--- src/shared/cmp_consts.svh ---
// constants for the comparator control block: widths, offsets, field positions, reset values
`ifndef CMP_CONSTS_SVH
`define CMP_CONSTS_SVH

`define CMP_ADDR_W 8
`define CMP_DATA_W 8
`define CMP_CHAN_W 3
`define CMP_EVT_W 3

`define CMP_OFS_CTRL 8'h00
`define CMP_OFS_MUX 8'h04
`define CMP_OFS_EVT_STAT 8'h08
`define CMP_OFS_EVT_CLR 8'h0C
`define CMP_OFS_EVT_EN 8'h10

`define CMP_BIT_DISABLE 7
`define CMP_BIT_BANDGAP 6
`define CMP_BIT_OUTPUT 5
`define CMP_BIT_FLAG 4
`define CMP_BIT_IRQ_EN 3
`define CMP_BIT_LINK 2
`define CMP_BIT_MODE_HI 1
`define CMP_BIT_MODE_LO 0
`define CMP_BIT_MUX_EN 0

`define CMP_EVT_MODE 0
`define CMP_EVT_RISE 1
`define CMP_EVT_FALL 2

`define CMP_MODE_TOGGLE 2'h0
`define CMP_MODE_RSVD 2'h1
`define CMP_MODE_FALL 2'h2
`define CMP_MODE_RISE 2'h3

`define CMP_DATA_ZERO 8'h00
`define CMP_EVT_RST 3'h0
`define CMP_CHAN_RST 3'h0

`endif

--- src/shared/cmp_pkg.sv ---
// types shared by the comparator control block and its users
`include "cmp_consts.svh"

package cmp_pkg;

   typedef enum logic [1:0]
   {
      MODE_TOGGLE = `CMP_MODE_TOGGLE,
      MODE_RSVD = `CMP_MODE_RSVD,
      MODE_FALL = `CMP_MODE_FALL,
      MODE_RISE = `CMP_MODE_RISE
   } irq_mode_t;

   typedef struct packed
   {
      logic [`CMP_ADDR_W-1:0] addr;
      logic [`CMP_DATA_W-1:0] wdata;
      logic wr;
      logic rd;
   } bus_req_t;

   typedef struct packed
   {
      logic power_down;
      logic bandgap_sel;
      logic neg_use_mux;
      logic [`CMP_CHAN_W-1:0] neg_channel;
   } analog_ctrl_t;

   typedef struct packed
   {
      logic cmp_disable;
      logic cmp_bandgap_select;
      logic cmp_irq_enable;
      logic cmp_capture_link_en;
      irq_mode_t irq_mode;
   } ctrl_t;

endpackage : cmp_pkg

--- src/rtl/cmp_sync.sv ---
// three-stage synchroniser with agreement filter for the raw comparator result
`timescale 1ns/100ps
`include "cmp_consts.svh"

module cmp_sync
(
   input wire logic sys_clk,
   input wire logic rst_n,
   input wire logic async_in,
   output logic sync_out
);

   logic s1_ff;
   logic s2_ff;
   logic s3_ff;
   logic level_ff;
   logic nxt_level;

   // the level follows only when stages two and three agree
   always_comb
   begin
      nxt_level = level_ff;
      if (s2_ff == s3_ff)
      begin
         nxt_level = s3_ff;
      end
   end

   always_ff @(posedge sys_clk or negedge rst_n)
   begin
      if (!rst_n)
      begin
         s1_ff <= 1'b0;
         s2_ff <= 1'b0;
         s3_ff <= 1'b0;
         level_ff <= 1'b0;
      end
      else
      begin
         s1_ff <= async_in;
         s2_ff <= s1_ff;
         s3_ff <= s2_ff;
         level_ff <= nxt_level;
      end
   end

   assign sync_out = level_ff;

endmodule : cmp_sync

--- src/rtl/comparator_irq_mux_ctrl.sv ---
// digital control around the analog comparator: sync, edge interrupt, input mux, capture link
//
// Contract
// - set flag on edge picked by mode
// - request only with flag, enable, global enable
// - vector taken clears the flag
// - writing one clears flag, zero keeps
// - enable bit gates the comparator interrupt
// - link bit feeds output to capture
// - link off disconnects capture path fully
// - modes: toggle, reserved, falling, rising
// - mux on, converter off: channel drives negative
// - otherwise dedicated negative pin is used
// - raw result synchronised before output bit
// - output high when positive exceeds negative
// - bandgap select replaces positive pin
// - disable bit switches comparator off
`timescale 1ns/100ps
`include "cmp_consts.svh"

module comparator_irq_mux_ctrl
(
   input wire logic sys_clk,
   input wire logic rst_n,
   input cmp_pkg::bus_req_t bus_req,
   output logic [`CMP_DATA_W-1:0] rdata,
   input wire logic cmp_raw,
   input wire logic converter_enable,
   input wire logic [`CMP_CHAN_W-1:0] channel_select,
   input wire logic global_irq_enable,
   input wire logic vector_ack,
   output logic cmp_irq_req,
   output logic irq,
   output logic capture_trigger,
   output cmp_pkg::analog_ctrl_t analog_ctrl
);

   import cmp_pkg::*;

   // synchronised comparator result and its history
   logic cmp_output;
   logic prev_ff;
   logic nxt_prev;
   logic rise_evt;
   logic fall_evt;
   logic mode_evt;

   // control and flag state
   ctrl_t ctrl_ff;
   ctrl_t nxt_ctrl;
   logic mux_en_ff;
   logic nxt_mux_en;
   logic flag_ff;
   logic nxt_flag;

   // event status, enable and read data
   logic [`CMP_EVT_W-1:0] evt_stat_ff;
   logic [`CMP_EVT_W-1:0] nxt_evt_stat;
   logic [`CMP_EVT_W-1:0] evt_en_ff;
   logic [`CMP_EVT_W-1:0] nxt_evt_en;
   logic [`CMP_EVT_W-1:0] evt_set;
   logic [`CMP_EVT_W-1:0] evt_clr;
   logic [`CMP_DATA_W-1:0] rdata_ff;
   logic [`CMP_DATA_W-1:0] nxt_rdata;

   // outputs toward the analog side and the timer
   analog_ctrl_t analog_ff;
   analog_ctrl_t nxt_analog;
   logic capture_ff;
   logic nxt_capture;
   logic req_ff;
   logic nxt_req;

   // decoded bus strobes
   logic wr_ctrl;
   logic wr_mux;
   logic wr_evt_clr;
   logic wr_evt_en;

   // the comparator drives high when positive exceeds negative; no inversion here
   cmp_sync u_sync
   (
      .sys_clk(sys_clk),
      .rst_n(rst_n),
      .async_in(cmp_raw),
      .sync_out(cmp_output)
   );

   // edge detection against the value one clock earlier
   always_comb
   begin
      nxt_prev = cmp_output;
      rise_evt = cmp_output & ~prev_ff;
      fall_evt = ~cmp_output & prev_ff;
      case (ctrl_ff.irq_mode)
         MODE_TOGGLE: mode_evt = rise_evt | fall_evt;
         MODE_FALL: mode_evt = fall_evt;
         MODE_RISE: mode_evt = rise_evt;
         MODE_RSVD: mode_evt = 1'b0;
         default: mode_evt = 1'b0;
      endcase
   end

   always_ff @(posedge sys_clk or negedge rst_n)
   begin
      if (!rst_n)
      begin
         prev_ff <= 1'b0;
      end
      else
      begin
         prev_ff <= nxt_prev;
      end
   end

   // address decode for writes
   always_comb
   begin
      wr_ctrl = bus_req.wr && (bus_req.addr == `CMP_OFS_CTRL);
      wr_mux = bus_req.wr && (bus_req.addr == `CMP_OFS_MUX);
      wr_evt_clr = bus_req.wr && (bus_req.addr == `CMP_OFS_EVT_CLR);
      wr_evt_en = bus_req.wr && (bus_req.addr == `CMP_OFS_EVT_EN);
   end

   // control register; the output bit and the flag are not stored by a write
   always_comb
   begin
      nxt_ctrl = ctrl_ff;
      nxt_mux_en = mux_en_ff;
      if (wr_ctrl)
      begin
         nxt_ctrl.cmp_disable = bus_req.wdata[`CMP_BIT_DISABLE];
         nxt_ctrl.cmp_bandgap_select = bus_req.wdata[`CMP_BIT_BANDGAP];
         nxt_ctrl.cmp_irq_enable = bus_req.wdata[`CMP_BIT_IRQ_EN];
         nxt_ctrl.cmp_capture_link_en = bus_req.wdata[`CMP_BIT_LINK];
         // a mode change with the enable still set may flag an edge; software avoids that
         nxt_ctrl.irq_mode = irq_mode_t'(bus_req.wdata[`CMP_BIT_MODE_HI:`CMP_BIT_MODE_LO]);
      end
      if (wr_mux)
      begin
         nxt_mux_en = bus_req.wdata[`CMP_BIT_MUX_EN];
      end
   end

   always_ff @(posedge sys_clk or negedge rst_n)
   begin
      if (!rst_n)
      begin
         ctrl_ff <= '0;
         mux_en_ff <= 1'b0;
      end
      else
      begin
         ctrl_ff <= nxt_ctrl;
         mux_en_ff <= nxt_mux_en;
      end
   end

   // comparator flag: a new edge wins over a clear in the same cycle
   always_comb
   begin
      nxt_flag = flag_ff;
      if (vector_ack)
      begin
         nxt_flag = 1'b0;
      end
      if (wr_ctrl && bus_req.wdata[`CMP_BIT_FLAG])
      begin
         nxt_flag = 1'b0;
      end
      if (mode_evt)
      begin
         nxt_flag = 1'b1;
      end
   end

   always_ff @(posedge sys_clk or negedge rst_n)
   begin
      if (!rst_n)
      begin
         flag_ff <= 1'b0;
      end
      else
      begin
         flag_ff <= nxt_flag;
      end
   end

   // sticky event status, write-one-to-clear register and enable register
   always_comb
   begin
      evt_set = `CMP_EVT_RST;
      evt_set[`CMP_EVT_MODE] = mode_evt;
      evt_set[`CMP_EVT_RISE] = rise_evt;
      evt_set[`CMP_EVT_FALL] = fall_evt;
      evt_clr = wr_evt_clr ? bus_req.wdata[`CMP_EVT_W-1:0] : `CMP_EVT_RST;
      nxt_evt_stat = (evt_stat_ff & ~evt_clr) | evt_set;
      nxt_evt_en = evt_en_ff;
      if (wr_evt_en)
      begin
         nxt_evt_en = bus_req.wdata[`CMP_EVT_W-1:0];
      end
   end

   always_ff @(posedge sys_clk or negedge rst_n)
   begin
      if (!rst_n)
      begin
         evt_stat_ff <= `CMP_EVT_RST;
         evt_en_ff <= `CMP_EVT_RST;
      end
      else
      begin
         evt_stat_ff <= nxt_evt_stat;
         evt_en_ff <= nxt_evt_en;
      end
   end

   // read data stands only in the cycle after the read strobe
   always_comb
   begin
      nxt_rdata = `CMP_DATA_ZERO;
      if (bus_req.rd)
      begin
         case (bus_req.addr)
            `CMP_OFS_CTRL:
            begin
               nxt_rdata[`CMP_BIT_DISABLE] = ctrl_ff.cmp_disable;
               nxt_rdata[`CMP_BIT_BANDGAP] = ctrl_ff.cmp_bandgap_select;
               nxt_rdata[`CMP_BIT_OUTPUT] = cmp_output;
               nxt_rdata[`CMP_BIT_FLAG] = flag_ff;
               nxt_rdata[`CMP_BIT_IRQ_EN] = ctrl_ff.cmp_irq_enable;
               nxt_rdata[`CMP_BIT_LINK] = ctrl_ff.cmp_capture_link_en;
               nxt_rdata[`CMP_BIT_MODE_HI:`CMP_BIT_MODE_LO] = ctrl_ff.irq_mode;
            end
            `CMP_OFS_MUX:
            begin
               nxt_rdata[`CMP_BIT_MUX_EN] = mux_en_ff;
            end
            `CMP_OFS_EVT_STAT:
            begin
               nxt_rdata[`CMP_EVT_W-1:0] = evt_stat_ff;
            end
            `CMP_OFS_EVT_EN:
            begin
               nxt_rdata[`CMP_EVT_W-1:0] = evt_en_ff;
            end
            default:
            begin
               nxt_rdata = `CMP_DATA_ZERO;
            end
         endcase
      end
   end

   always_ff @(posedge sys_clk or negedge rst_n)
   begin
      if (!rst_n)
      begin
         rdata_ff <= `CMP_DATA_ZERO;
      end
      else
      begin
         rdata_ff <= nxt_rdata;
      end
   end

   // analog control, capture link and interrupt request
   always_comb
   begin
      nxt_analog.power_down = ctrl_ff.cmp_disable;
      nxt_analog.bandgap_sel = ctrl_ff.cmp_bandgap_select;
      // the converter owns the channel mux while it runs, so it must be off for the comparator to borrow it
      nxt_analog.neg_use_mux = mux_en_ff & ~converter_enable;
      nxt_analog.neg_channel = nxt_analog.neg_use_mux ? channel_select : `CMP_CHAN_RST;
      // link off forces zero so no comparator edge can reach the capture front end
      nxt_capture = ctrl_ff.cmp_capture_link_en & cmp_output;
      nxt_req = nxt_flag & nxt_ctrl.cmp_irq_enable & global_irq_enable;
   end

   always_ff @(posedge sys_clk or negedge rst_n)
   begin
      if (!rst_n)
      begin
         analog_ff <= '0;
         capture_ff <= 1'b0;
         req_ff <= 1'b0;
      end
      else
      begin
         analog_ff <= nxt_analog;
         capture_ff <= nxt_capture;
         req_ff <= nxt_req;
      end
   end

   assign rdata = rdata_ff;
   assign analog_ctrl = analog_ff;
   // timer still needs its own capture interrupt enable to raise a capture interrupt
   assign capture_trigger = capture_ff;
   assign cmp_irq_req = req_ff;
   assign irq = |(evt_stat_ff & evt_en_ff);

endmodule : comparator_irq_mux_ctrl

--- config.mk ---
export PLATFORM = sky130hd
export DESIGN_NAME = comparator_irq_mux_ctrl
export DESIGN_NICKNAME = d
export VERILOG_FILES = /design/src/shared/cmp_pkg.sv /design/src/rtl/cmp_sync.sv /design/src/rtl/comparator_irq_mux_ctrl.sv
export VERILOG_INCLUDE_DIRS = /design/src /design/src/shared
export SDC_FILE = /design/constraint.sdc
export NUM_CORES = 1
export LEC_CHECK = 0
export BUFFER_PORTS_ARGS = -buffer_cell sky130_fd_sc_hd__buf_2
export CAP_MARGIN = 20
export CORE_MARGIN = 2
export CORE_UTILIZATION = 49
export CTS_CLUSTER_DIAMETER = 50
export CTS_CLUSTER_SIZE = 25
export DETAILED_ROUTE_END_ITERATION = 10
export PLACE_DENSITY = 0.77
export SLEW_MARGIN = 5
export SYNTH_ARGS = -nofsm -noshare
export SYNTH_HDL_FRONTEND = slang
export SYNTH_SLANG_ARGS = --single-unit
--- constraint.sdc ---
create_clock -name sys_clk -period 1.7 [get_ports sys_clk]
set_input_delay 0.34 -clock sys_clk [delete_from_list [all_inputs] [get_ports sys_clk]]
set_output_delay 0.34 -clock sys_clk [all_outputs]
set_load 0.01 [all_outputs]
* After elaboration in Yosys (flattened, before gate mapping) *
Cells that the tools add are included.

storage, ports and cells
  register bits = 35
  bits of input ports = 27
  word-level logic and storage cells = 62
  output and inout port bits = 17

operators by class
  reduce and logical (&&, ||, !) cells = 8
  bitwise gates (word level) = 14
  eq/ne operators = 8
  multiplexer cells = 11

operator list
  kind                                            number
  == test 8 x 4 -> 1 bit (second input constant)  2
  == test 8 x 3 -> 1 bit (second input constant)  1
  == test 8 x 5 -> 1 bit (second input constant)  1
  logical NOT 8 bit                               1
  2-to-1 mux 8 bit                                1
  one-hot mux 1 bit (4 select lines)              2
  AND 1 bit                                       6
  AND 3 bit                                       2
  2-to-1 mux 3 bit                                2
  one-hot mux 2 bit (3 select lines)              1
  logical AND 1 bit                               5
  2-to-1 mux 5 bit                                1
  == test 2 bit (second input constant)           2
  2-to-1 mux 4 bit                                1
  2-to-1 mux 1 bit                                3
  inverter 1 bit                                  3
  inverter 3 bit                                  1
  bitwise OR 3 bit                                1
  OR reduction 3 bit                              1
  == test 2 x 1 -> 1 bit (second input constant)  1
  logical NOT 2 bit                               1
  == test 1 bit                                   1
  bitwise OR 1 bit                                1

* Longest topological paths before layout *
Gate-level depths: netlist of the first run.

  depth after elaboration = 7
  depth in mapped cells = 5
  gate-level depth less buffers = 5

* Cells and area by module *
Synthesis of the first run repeated with hierarchy kept, for this count alone.

unflattened totals
  cell total of the unflattened synthesis = 105
  area total of the unflattened synthesis = 1,446.4 µm²

by module, submodules not included
  module                   times used  cells each  area each (µm²)  sequential area each (µm²)
  comparator_irq_mux_ctrl  1           100         1,335.0          775.7
  cmp_sync                 1           5           111.4            100.1

* Least setup slack after synthesis of the first run *
Ideal clock, no wire load.

  kind = in2reg
  start = input port bus_req[11] in the netlist's numbering
  end = register ctrl_ff[0] in the netlist's numbering
  path buffers = 0
  slack = -44 ps
  stages on the path = 3
  data required time = 1,575 ps
  arrival time = 1,619 ps
  setup time = 125 ps
  cells stage by stage = or4_4 nor3b_4 mux2_2

on the way
  cells in the longest elaborated chain, start to end = 2

RTL lines
  item                  RTL line                        RTL
  start, declared       comparator_irq_mux_ctrl.sv:25   input cmp_pkg::bus_req_t bus_req,
  logical NOT 8 bit     -
  logical AND 1 bit     comparator_irq_mux_ctrl.sv:119  wr_ctrl = bus_req.wr && (bus_req.addr == `CMP_OFS_CTRL);
  end signal, assigned  comparator_irq_mux_ctrl.sv:154  ctrl_ff <= nxt_ctrl;
  end, declared         comparator_irq_mux_ctrl.sv:49   ctrl_t ctrl_ff;

Every way passes these cells.
A chain may end at the register's enable or synchronous reset.

* Final worst setup path of the first run *
  start = register evt_stat_ff[1]
  end = output port irq

on the way
  cells in the longest elaborated chain, start to end = 2

RTL lines
  item                    RTL line                        RTL
  start, declared         comparator_irq_mux_ctrl.sv:57   logic [`CMP_EVT_W-1:0] evt_stat_ff;
  start signal, assigned  comparator_irq_mux_ctrl.sv:209  evt_stat_ff <= `CMP_EVT_RST;
  start signal, assigned  comparator_irq_mux_ctrl.sv:214  evt_stat_ff <= nxt_evt_stat;
  AND 3 bit               comparator_irq_mux_ctrl.sv:302  assign irq = |(evt_stat_ff & evt_en_ff);
  OR reduction 3 bit      comparator_irq_mux_ctrl.sv:302
  end, declared           comparator_irq_mux_ctrl.sv:33   output logic irq,

Every way passes these cells.

==> run_results.csv, run 1 <==
group,metric,value,unit
floorplan,dieWidth,57.6,um
floorplan,core_area,0.00273,mm^2
timing,final-hold-violation-count,0,
clock_network,postCtsHoldBufs,0,
layout,fillers,229,
routing,drc,0,
timing,finalCritPeriodShare,96.2,%
timing,rsz0062_at_grt,"yes",
worst_setup_path,arrival,1.30,ns
synthesis,syn-num-nets,138,
floorplan,die_y,57.6,um
worst_setup_path,worstSetupEndpointType,"output port",
pwr,ir_drop,0.000701,V
placed_design,gp_congestion,0.823,
worst_setup_path,endpoint,"irq",
synthesis,synth.distinct_cells,28,
clock_network,numCtsBuffers,5,
worst_setup_path,crit_start,"evt_stat_ff[1]",
worst_hold_path,hold_path.class,"input port to async pin",
routing,wirelength,2.76,mm
routing,wl_per_cell,14.0,um
floorplan,start_util,51.4,%
pwr,p_leak,0.939,nW
worst_setup_path,ff2ff_setup_slack,0.21,ns
routing,drtIter0Drc,42,
worst_setup_path,worstPathCellList,"a222oi_1 > inv_1 > buf_2",
synthesis,synthArstFlopShare,100,%
worst_setup_path,cp_max_fo,3,
worst_setup_path,critical_path_depth,3,
routing,vias_per_cell,5.39,
clock_network,tritoncts,"built",
pwr,finalPower,1.45,mW
global_routing,grt_use_total,18.4,%
global_routing,grt_start_max_net_pins,36,
layout,final_layout_size_suffix_gt1_share,43.1,%
global_routing,grt_pass1_vias,1073,
synthesis,synth_edf_count,0,
layout,antenna_cells,0,
floorplan,row_count,19,
status,status,"complete, no violations",
clock_network,cts_num_sinks,35,
layout,final_net_count,195,
timing,skew,0.00361,ns
synthesis,yosysSeqAreaShare,62.3,%
placed_design,dpl_worst_slack,-0.125,ns
worst_setup_path,timing.rr.end,"cmp_irq_req",
worst_setup_path,cp-start-kind,"flip-flop",
timing,relSlewSlack,49.6,%
global_routing,grt_pass1_wl,4.49,mm
routing,num_vias,1067,
global_routing,grt_antenna_before_repair,0,
worst_setup_path,critPathBufInv,2,
timing,worst_pin_slew,0.757,ns
floorplan,dieArea,0.00331,mm^2
clock_network,clockBufferDepth,2,
synthesis,synth_seq_cells,35,
worst_setup_path,regToRegStartpoint,"u_sync.sync_out",
worst_setup_path,critical_path.top_delay_family,"flip-flops",
synthesis,synth_flop_cell,"dfrtp_1",
worst_setup_path,cp_slowest_stage_delay,0.41,ns
timing,fin_crit,1.64,ns
clock_network,h-tree-depth,2,
synthesis,yosysWarningCount,0,
clock_network,cts-root-buf,"clkbuf_4",
timing,setup_viol,0,
worst_setup_path,reg2reg_depth,5,
synthesis,synth_area_per_cell,12.9,um^2
timing,max_freq,611,MHz
layout,design_area,0.00177,mm^2
timing,fin_setup_tns,0,ns
clock_network,clock_latency,0.33,ns
worst_setup_path,crit_required,1.36,ns
clock_network,clk_pin_slew,0.10,ns
timing,setup_ws,0.0641,ns
routing,firstDrtPassIters,4,
placed_design,port_buffers,42,
placed_design,dp_hpwl,2.01,mm
synthesis,synthesis.area,0.00141,mm^2
placed_design,placed_cell_area,0.00171,mm^2
timing,finalMaxSlewViolations,0,
routing,drtAntennaViolNets,0,
global_routing,grt-ovfl-total,0,
layout,syn2layout_area_growth,26.1,%
worst_setup_path,critical_path.slowest_cell,"dfrtp_1",
pwr,power_density,818,mW/mm^2
floorplan,ios,44,
run,maxCapViolations,0,
synthesis,synth_cells,109,
worst_setup_path,criticalPathCategory,"flip-flop to output port",
power breakdown:
group | internal, mW | switching, mW | total [mW] | leakage [nW]
registers | 0.862 | 0.0176 | 0.879 | 0.456
clock network | 0.161 | 0.256 | 0.417 | 0.0293
logic | 0.0722 | 0.0821 | 0.154 | 0.454
total | 1.09 | 0.355 | 1.45 | 0.939
final cells by class:
| type | count | area [um^2] | area share [%] |
|---|---|---|---|
| Clock buffer | 7 | 45.0 | 2.54 |
| Tap cell | 31 | 38.8 | 2.19 |
| Clock inverter | 1 | 5.00 | 0.282 |
| Timing Repair Buffer | 52 | 285 | 16.1 |
| Multi-Input combinational cell | 68 | 508 | 28.7 |
| Inverter | 4 | 15.0 | 0.847 |
| Sequential cell | 35 | 876 | 49.4 |
cells in the mapped netlist, types with 2 or more instances:
master / number / area [um^2]
nor2_1: 7 / 26.3
mux2_2: 11 / 124
nor2b_1: 2 / 12.5
clkbuf_1: 2 / 7.51
nor4_1: 3 / 18.8
dfrtp_1: 35 / 876
a21oi_1: 3 / 15.0
nand2_1: 4 / 15.0
and2_1: 7 / 43.8
nor3_1: 4 / 20.0
a21o_1: 2 / 15.0
inv_1: 4 / 15.0
ha_1: 2 / 25.0
mux2i_1: 3 / 30.0
o21ai_0: 2 / 10.0
nand3_1: 5 / 25.0
nand3b_1: 2 / 15.0
layout by cell type, fill, tap and decap left out, types with 2 or more instances in the layout:
cell and n:
and2_1 7, inv_1 4, nand3_1 5, buf_4 10
nand2_1 4, a21oi_1 3, a21o_1 2, nor2_1 7
nor2b_1 2, mux2i_1 3, dfrtp_1 35, ha_1 2
clkbuf_1 2, o21ai_0 2, nand3b_1 2, clkbuf_4 5
buf_2 42, mux2_2 11, nor4_1 3, nor3_1 4
flip-flops by register name, indices dropped and copies added, names as in the netlist:
register	flops
rdata	8
flag_ff	1
prev_ff	1
ctrl_ff	6
evt_en_ff	3
mux_en_ff	1
capture_trigger	1
cmp_irq_req	1
evt_stat_ff	3
u_sync.s1_ff	1
analog_ctrl	6
u_sync.s3_ff	1
u_sync.s2_ff	1
u_sync.sync_out	1
through the flow:
stage | util, % | hold slack [ns] | cells
global route | 64.9 | 0.0743 | 198
CTS | 64.3 | 0.0897 | 196
global placement | 62.5 | 0.341 | 188
floorplan | - | 0.0444 | 109
detailed placement | 62.5 | 0.336 | 188
finish | 64.9 | 0.0686 | 198
worst min-delay path by stage:
stage | from | slack, ns | cells past startpoint | to
final | rst_n | 0.07 | 1 | rdata[1]
after detailed placement | u_sync.s1_ff | 0.34 | 0 | u_sync.s2_ff
after global routing | cmp_raw | 0.07 | 1 | u_sync.s1_ff
after global placement | u_sync.s1_ff | 0.34 | 0 | u_sync.s2_ff
after floorplan | rst_n | 0.04 | 0 | analog_ctrl[0]
after CTS | rst_n | 0.09 | 1 | rdata[0]
cell families after synthesis:
kind of cell | Yosys count | synth area share, %
flip-flops | 35 | 62.3
AO/OA/AOI/OAI | 12 | 6.05
buffers and inverters | 6 | 1.60
adder cells (fa/ha/maj) | 3 | 2.49
AND/OR/NAND/NOR | 39 | 16.6
multiplexers | 14 | 10.9
repair_timing:
item                       4_1_cts  5_1_grt
resized for setup                0        0
setup buffers                    0        2
setup endpoints to repair        0        1
metal layers:
metal  share of wire, %  track usage [%]  up-vias
li1                   -                -      504
met1                 41             21.5      505
met2                 47             29.5       50
met3                9.6             7.71        8
met4                2.4             8.31        0
met5                  0                0        -
Note: power is estimated with default switching activity, not from simulation.
==> inputs of run 2 (changes only) <==
Settings changed: ABC_AREA from default to 1, CORE_UTILIZATION 49 to 50, PLACE_DENSITY 0.77 to 0.78.
==> run_results.csv, run 2 <==
group,metric,value,unit
status,status,"complete, no violations",
synthesis,synth_seq_cells,35,
layout,design_area,0.00178,mm^2
worst_setup_path,cp_max_fo,3,
clock_network,postCtsSetupBuffers,0,
routing,drtAntennaViolNets,0,
timing,relSlewSlack,72.1,%
placed_design,dp.cells,235,
routing,firstDrtPassIters,5,
floorplan,die_y,58.3,um
pwr,power_density,837,mW/mm^2
worst_setup_path,critical_path.slowest_cell,"dfrtp_1",
timing,final-hold-violation-count,0,
routing,drtIter0Drc,30,
layout,final_layout_size_suffix_gt1_share,30.2,%
global_routing,grt_use_total,19.0,%
layout,stdcell_count,243,
floorplan,ios,44,
pwr,p_leak,1.01,nW
clock_network,cts-root-buf,"clkbuf_4",
routing,vias_per_cell,4.92,
timing,fin_setup_tns,0,ns
worst_hold_path,hold_path.class,"input port to async pin",
floorplan,dieWidth,58.3,um
clock_network,clockBufferDepth,2,
global_routing,grt_pass1_vias,1159,
timing,fin_crit,1.38,ns
floorplan,start_util,53.1,%
synthesis,synth_flop_cell,"dfrtp_1",
timing,max_freq,727,MHz
synthesis,synth.distinct_cells,21,
placed_design,dp_hpwl,2.11,mm
layout,final_net_count,240,
worst_setup_path,arrival,1.04,ns
timing,finalCritPeriodShare,80.9,%
run,maxCapViolations,0,
clock_network,cts_num_sinks,35,
worst_setup_path,crit_required,1.36,ns
synthesis,synth_area_per_cell,9.11,um^2
worst_setup_path,worstSetupEndpointType,"output port",
worst_setup_path,worstPathCellList,"nand2_1 > nand3_1 > buf_2",
layout,final_cell_mix,"buf_2 (42), dfrtp_1 (35), inv_1 (33)",
layout,layout_commonest_cell,"buf_2",
routing,wl_per_cell,11.3,um
clock_network,clock_latency,0.34,ns
routing,drc,0,
layout,antenna_cells,0,
worst_setup_path,critical_path.top_delay_family,"flip-flops",
floorplan,core_area,0.00278,mm^2
synthesis,synthArstFlopShare,100,%
clock_network,postCtsHoldBufs,0,
floorplan,row_count,19,
layout,utilization,64.0,%
synthesis,synth_area_leaders,"dfrtp_1 (59%), inv_1 (8.4%), nand2_1 (7.9%)",
worst_setup_path,critPathBufInv,1,
routing,num_vias,1196,
placed_design,placed_cell_area,0.00172,mm^2
placed_design,gp_congestion,0.912,
synthesis,yosysSeqAreaShare,59.3,%
synthesis,synth_top_area_share,59.3,%
placed_design,port_buffers,42,
clock_network,numCtsBuffers,5,
timing,finalMaxSlewViolations,0,
clock_network,tritoncts,"built",
synthesis,synth_commonest_cells,"dfrtp_1 (35), inv_1 (33), nand2_1 (31), nor2_1 (20), nand3_1 (13)",
timing,skew,0.0104,ns
layout,largest_reg_flops,8,
clock_network,cts-resized-gates,0,
clock_network,clk_pin_slew,0.11,ns
floorplan,dieArea,0.00340,mm^2
timing,rsz0062_at_grt,"no",
global_routing,grt_start_max_net_pins,36,
synthesis,synth_cells,162,
synthesis,yosysMostFrequentCell,"dfrtp_1",
worst_setup_path,criticalPathCategory,"flip-flop to output port",
timing,worst_pin_slew,0.419,ns
synthesis,syn-num-nets,191,
timing,setup_viol,0,
routing,wirelength,2.74,mm
synthesis,synth_area_leader_cell,"dfrtp_1",
global_routing,grt_pass1_wl,4.77,mm
worst_setup_path,cp_slowest_stage_delay,0.42,ns
synthesis,yosysWarningCount,0,
worst_setup_path,cp-start-kind,"flip-flop",
synthesis,synth_edf_count,0,
global_routing,grt-ovfl-total,0,
synthesis,synthesis.area,0.00148,mm^2
layout,syn2layout_area_growth,20.5,%
global_routing,grt_antenna_before_repair,0,
clock_network,h-tree-depth,2,
pwr,ir_drop,0.000746,V
[run 2: final timing paths]
path	from	end	slack, ns	depth (start not counted)
worst max register to register	u_sync.sync_out	flag_ff	0.36	8
worst min register to register	u_sync.s1_ff	u_sync.s2_ff	0.36	0
max in group asynchronous	rst_n	u_sync.s1_ff	1.38	2
worst min-delay path	rst_n	rdata[1]	0.009	2
min in group sys_clk	cmp_raw	u_sync.s1_ff	0.11	1
worst max-delay path	evt_stat_ff[2]	irq	0.32	3
[run 2: kinds of logic (layout without fill, tap and decap cells)]
kind of cell / count (synthesis) / in the layout / synth area share, %
compound gates: 15 / 15 / 6.53
fa+ha+maj: 3 / 3 / 2.37
buf+inv: 34 / 84 / 9.15
flops: 35 / 35 / 59.3
simple gates: 75 / 75 / 22.6
[run 2: worst register-to-register path, delay by kind of cell (launching register included)]
kind	cells	cell delay (ns)
AOI/OAI and AO/OA	1	0.16
adders and majority gates	1	0.20
buffers and inverters	4	0.27
DFF	1	0.42
and+or+nand+nor	2	0.20
[run 2: cell type report]
| cell class | count | area (um^2) |
|---|---|---|
| repair buffers | 43 | 218 |
| fillers | 237 | 1000 |
| clock inverters | 3 | 20.0 |
| multi-input cells | 93 | 465 |
| inverters | 33 | 124 |
| well taps | 31 | 38.8 |
| clock buffers | 5 | 37.5 |
| flip-flops and latches | 35 | 876 |
[run 2: where the power goes]
part | leakage, nW | internal (mW) | switching [mW]
Combinational | 0.565 | 0.0654 | 0.0998
Sequential | 0.421 | 0.869 | 0.0181
Clock | 0.0272 | 0.158 | 0.279
[run 2: stage by stage]
| stage | hold WS, ns | setup slack [ns] | total power, mW |
|---|---|---|---|
| after detailed placement | 0.346 | 0.297 | 1.07 |
| after global placement | 0.336 | 0.303 | 1.06 |
| after global routing | 0.0246 | 0.179 | 1.57 |
| after floorplan | 0.0444 | 0.520 | 0.982 |
| final | 0.00923 | 0.325 | 1.49 |
| after CTS | 0.0144 | 0.309 | 1.51 |
[run 2: per-layer routing]
layer,GRT usage (%),part of all wire [%]
met1,20.4,41
met2,32.1,48
met3,8.13,8.2
met4,8.97,2.4
met5,0,0
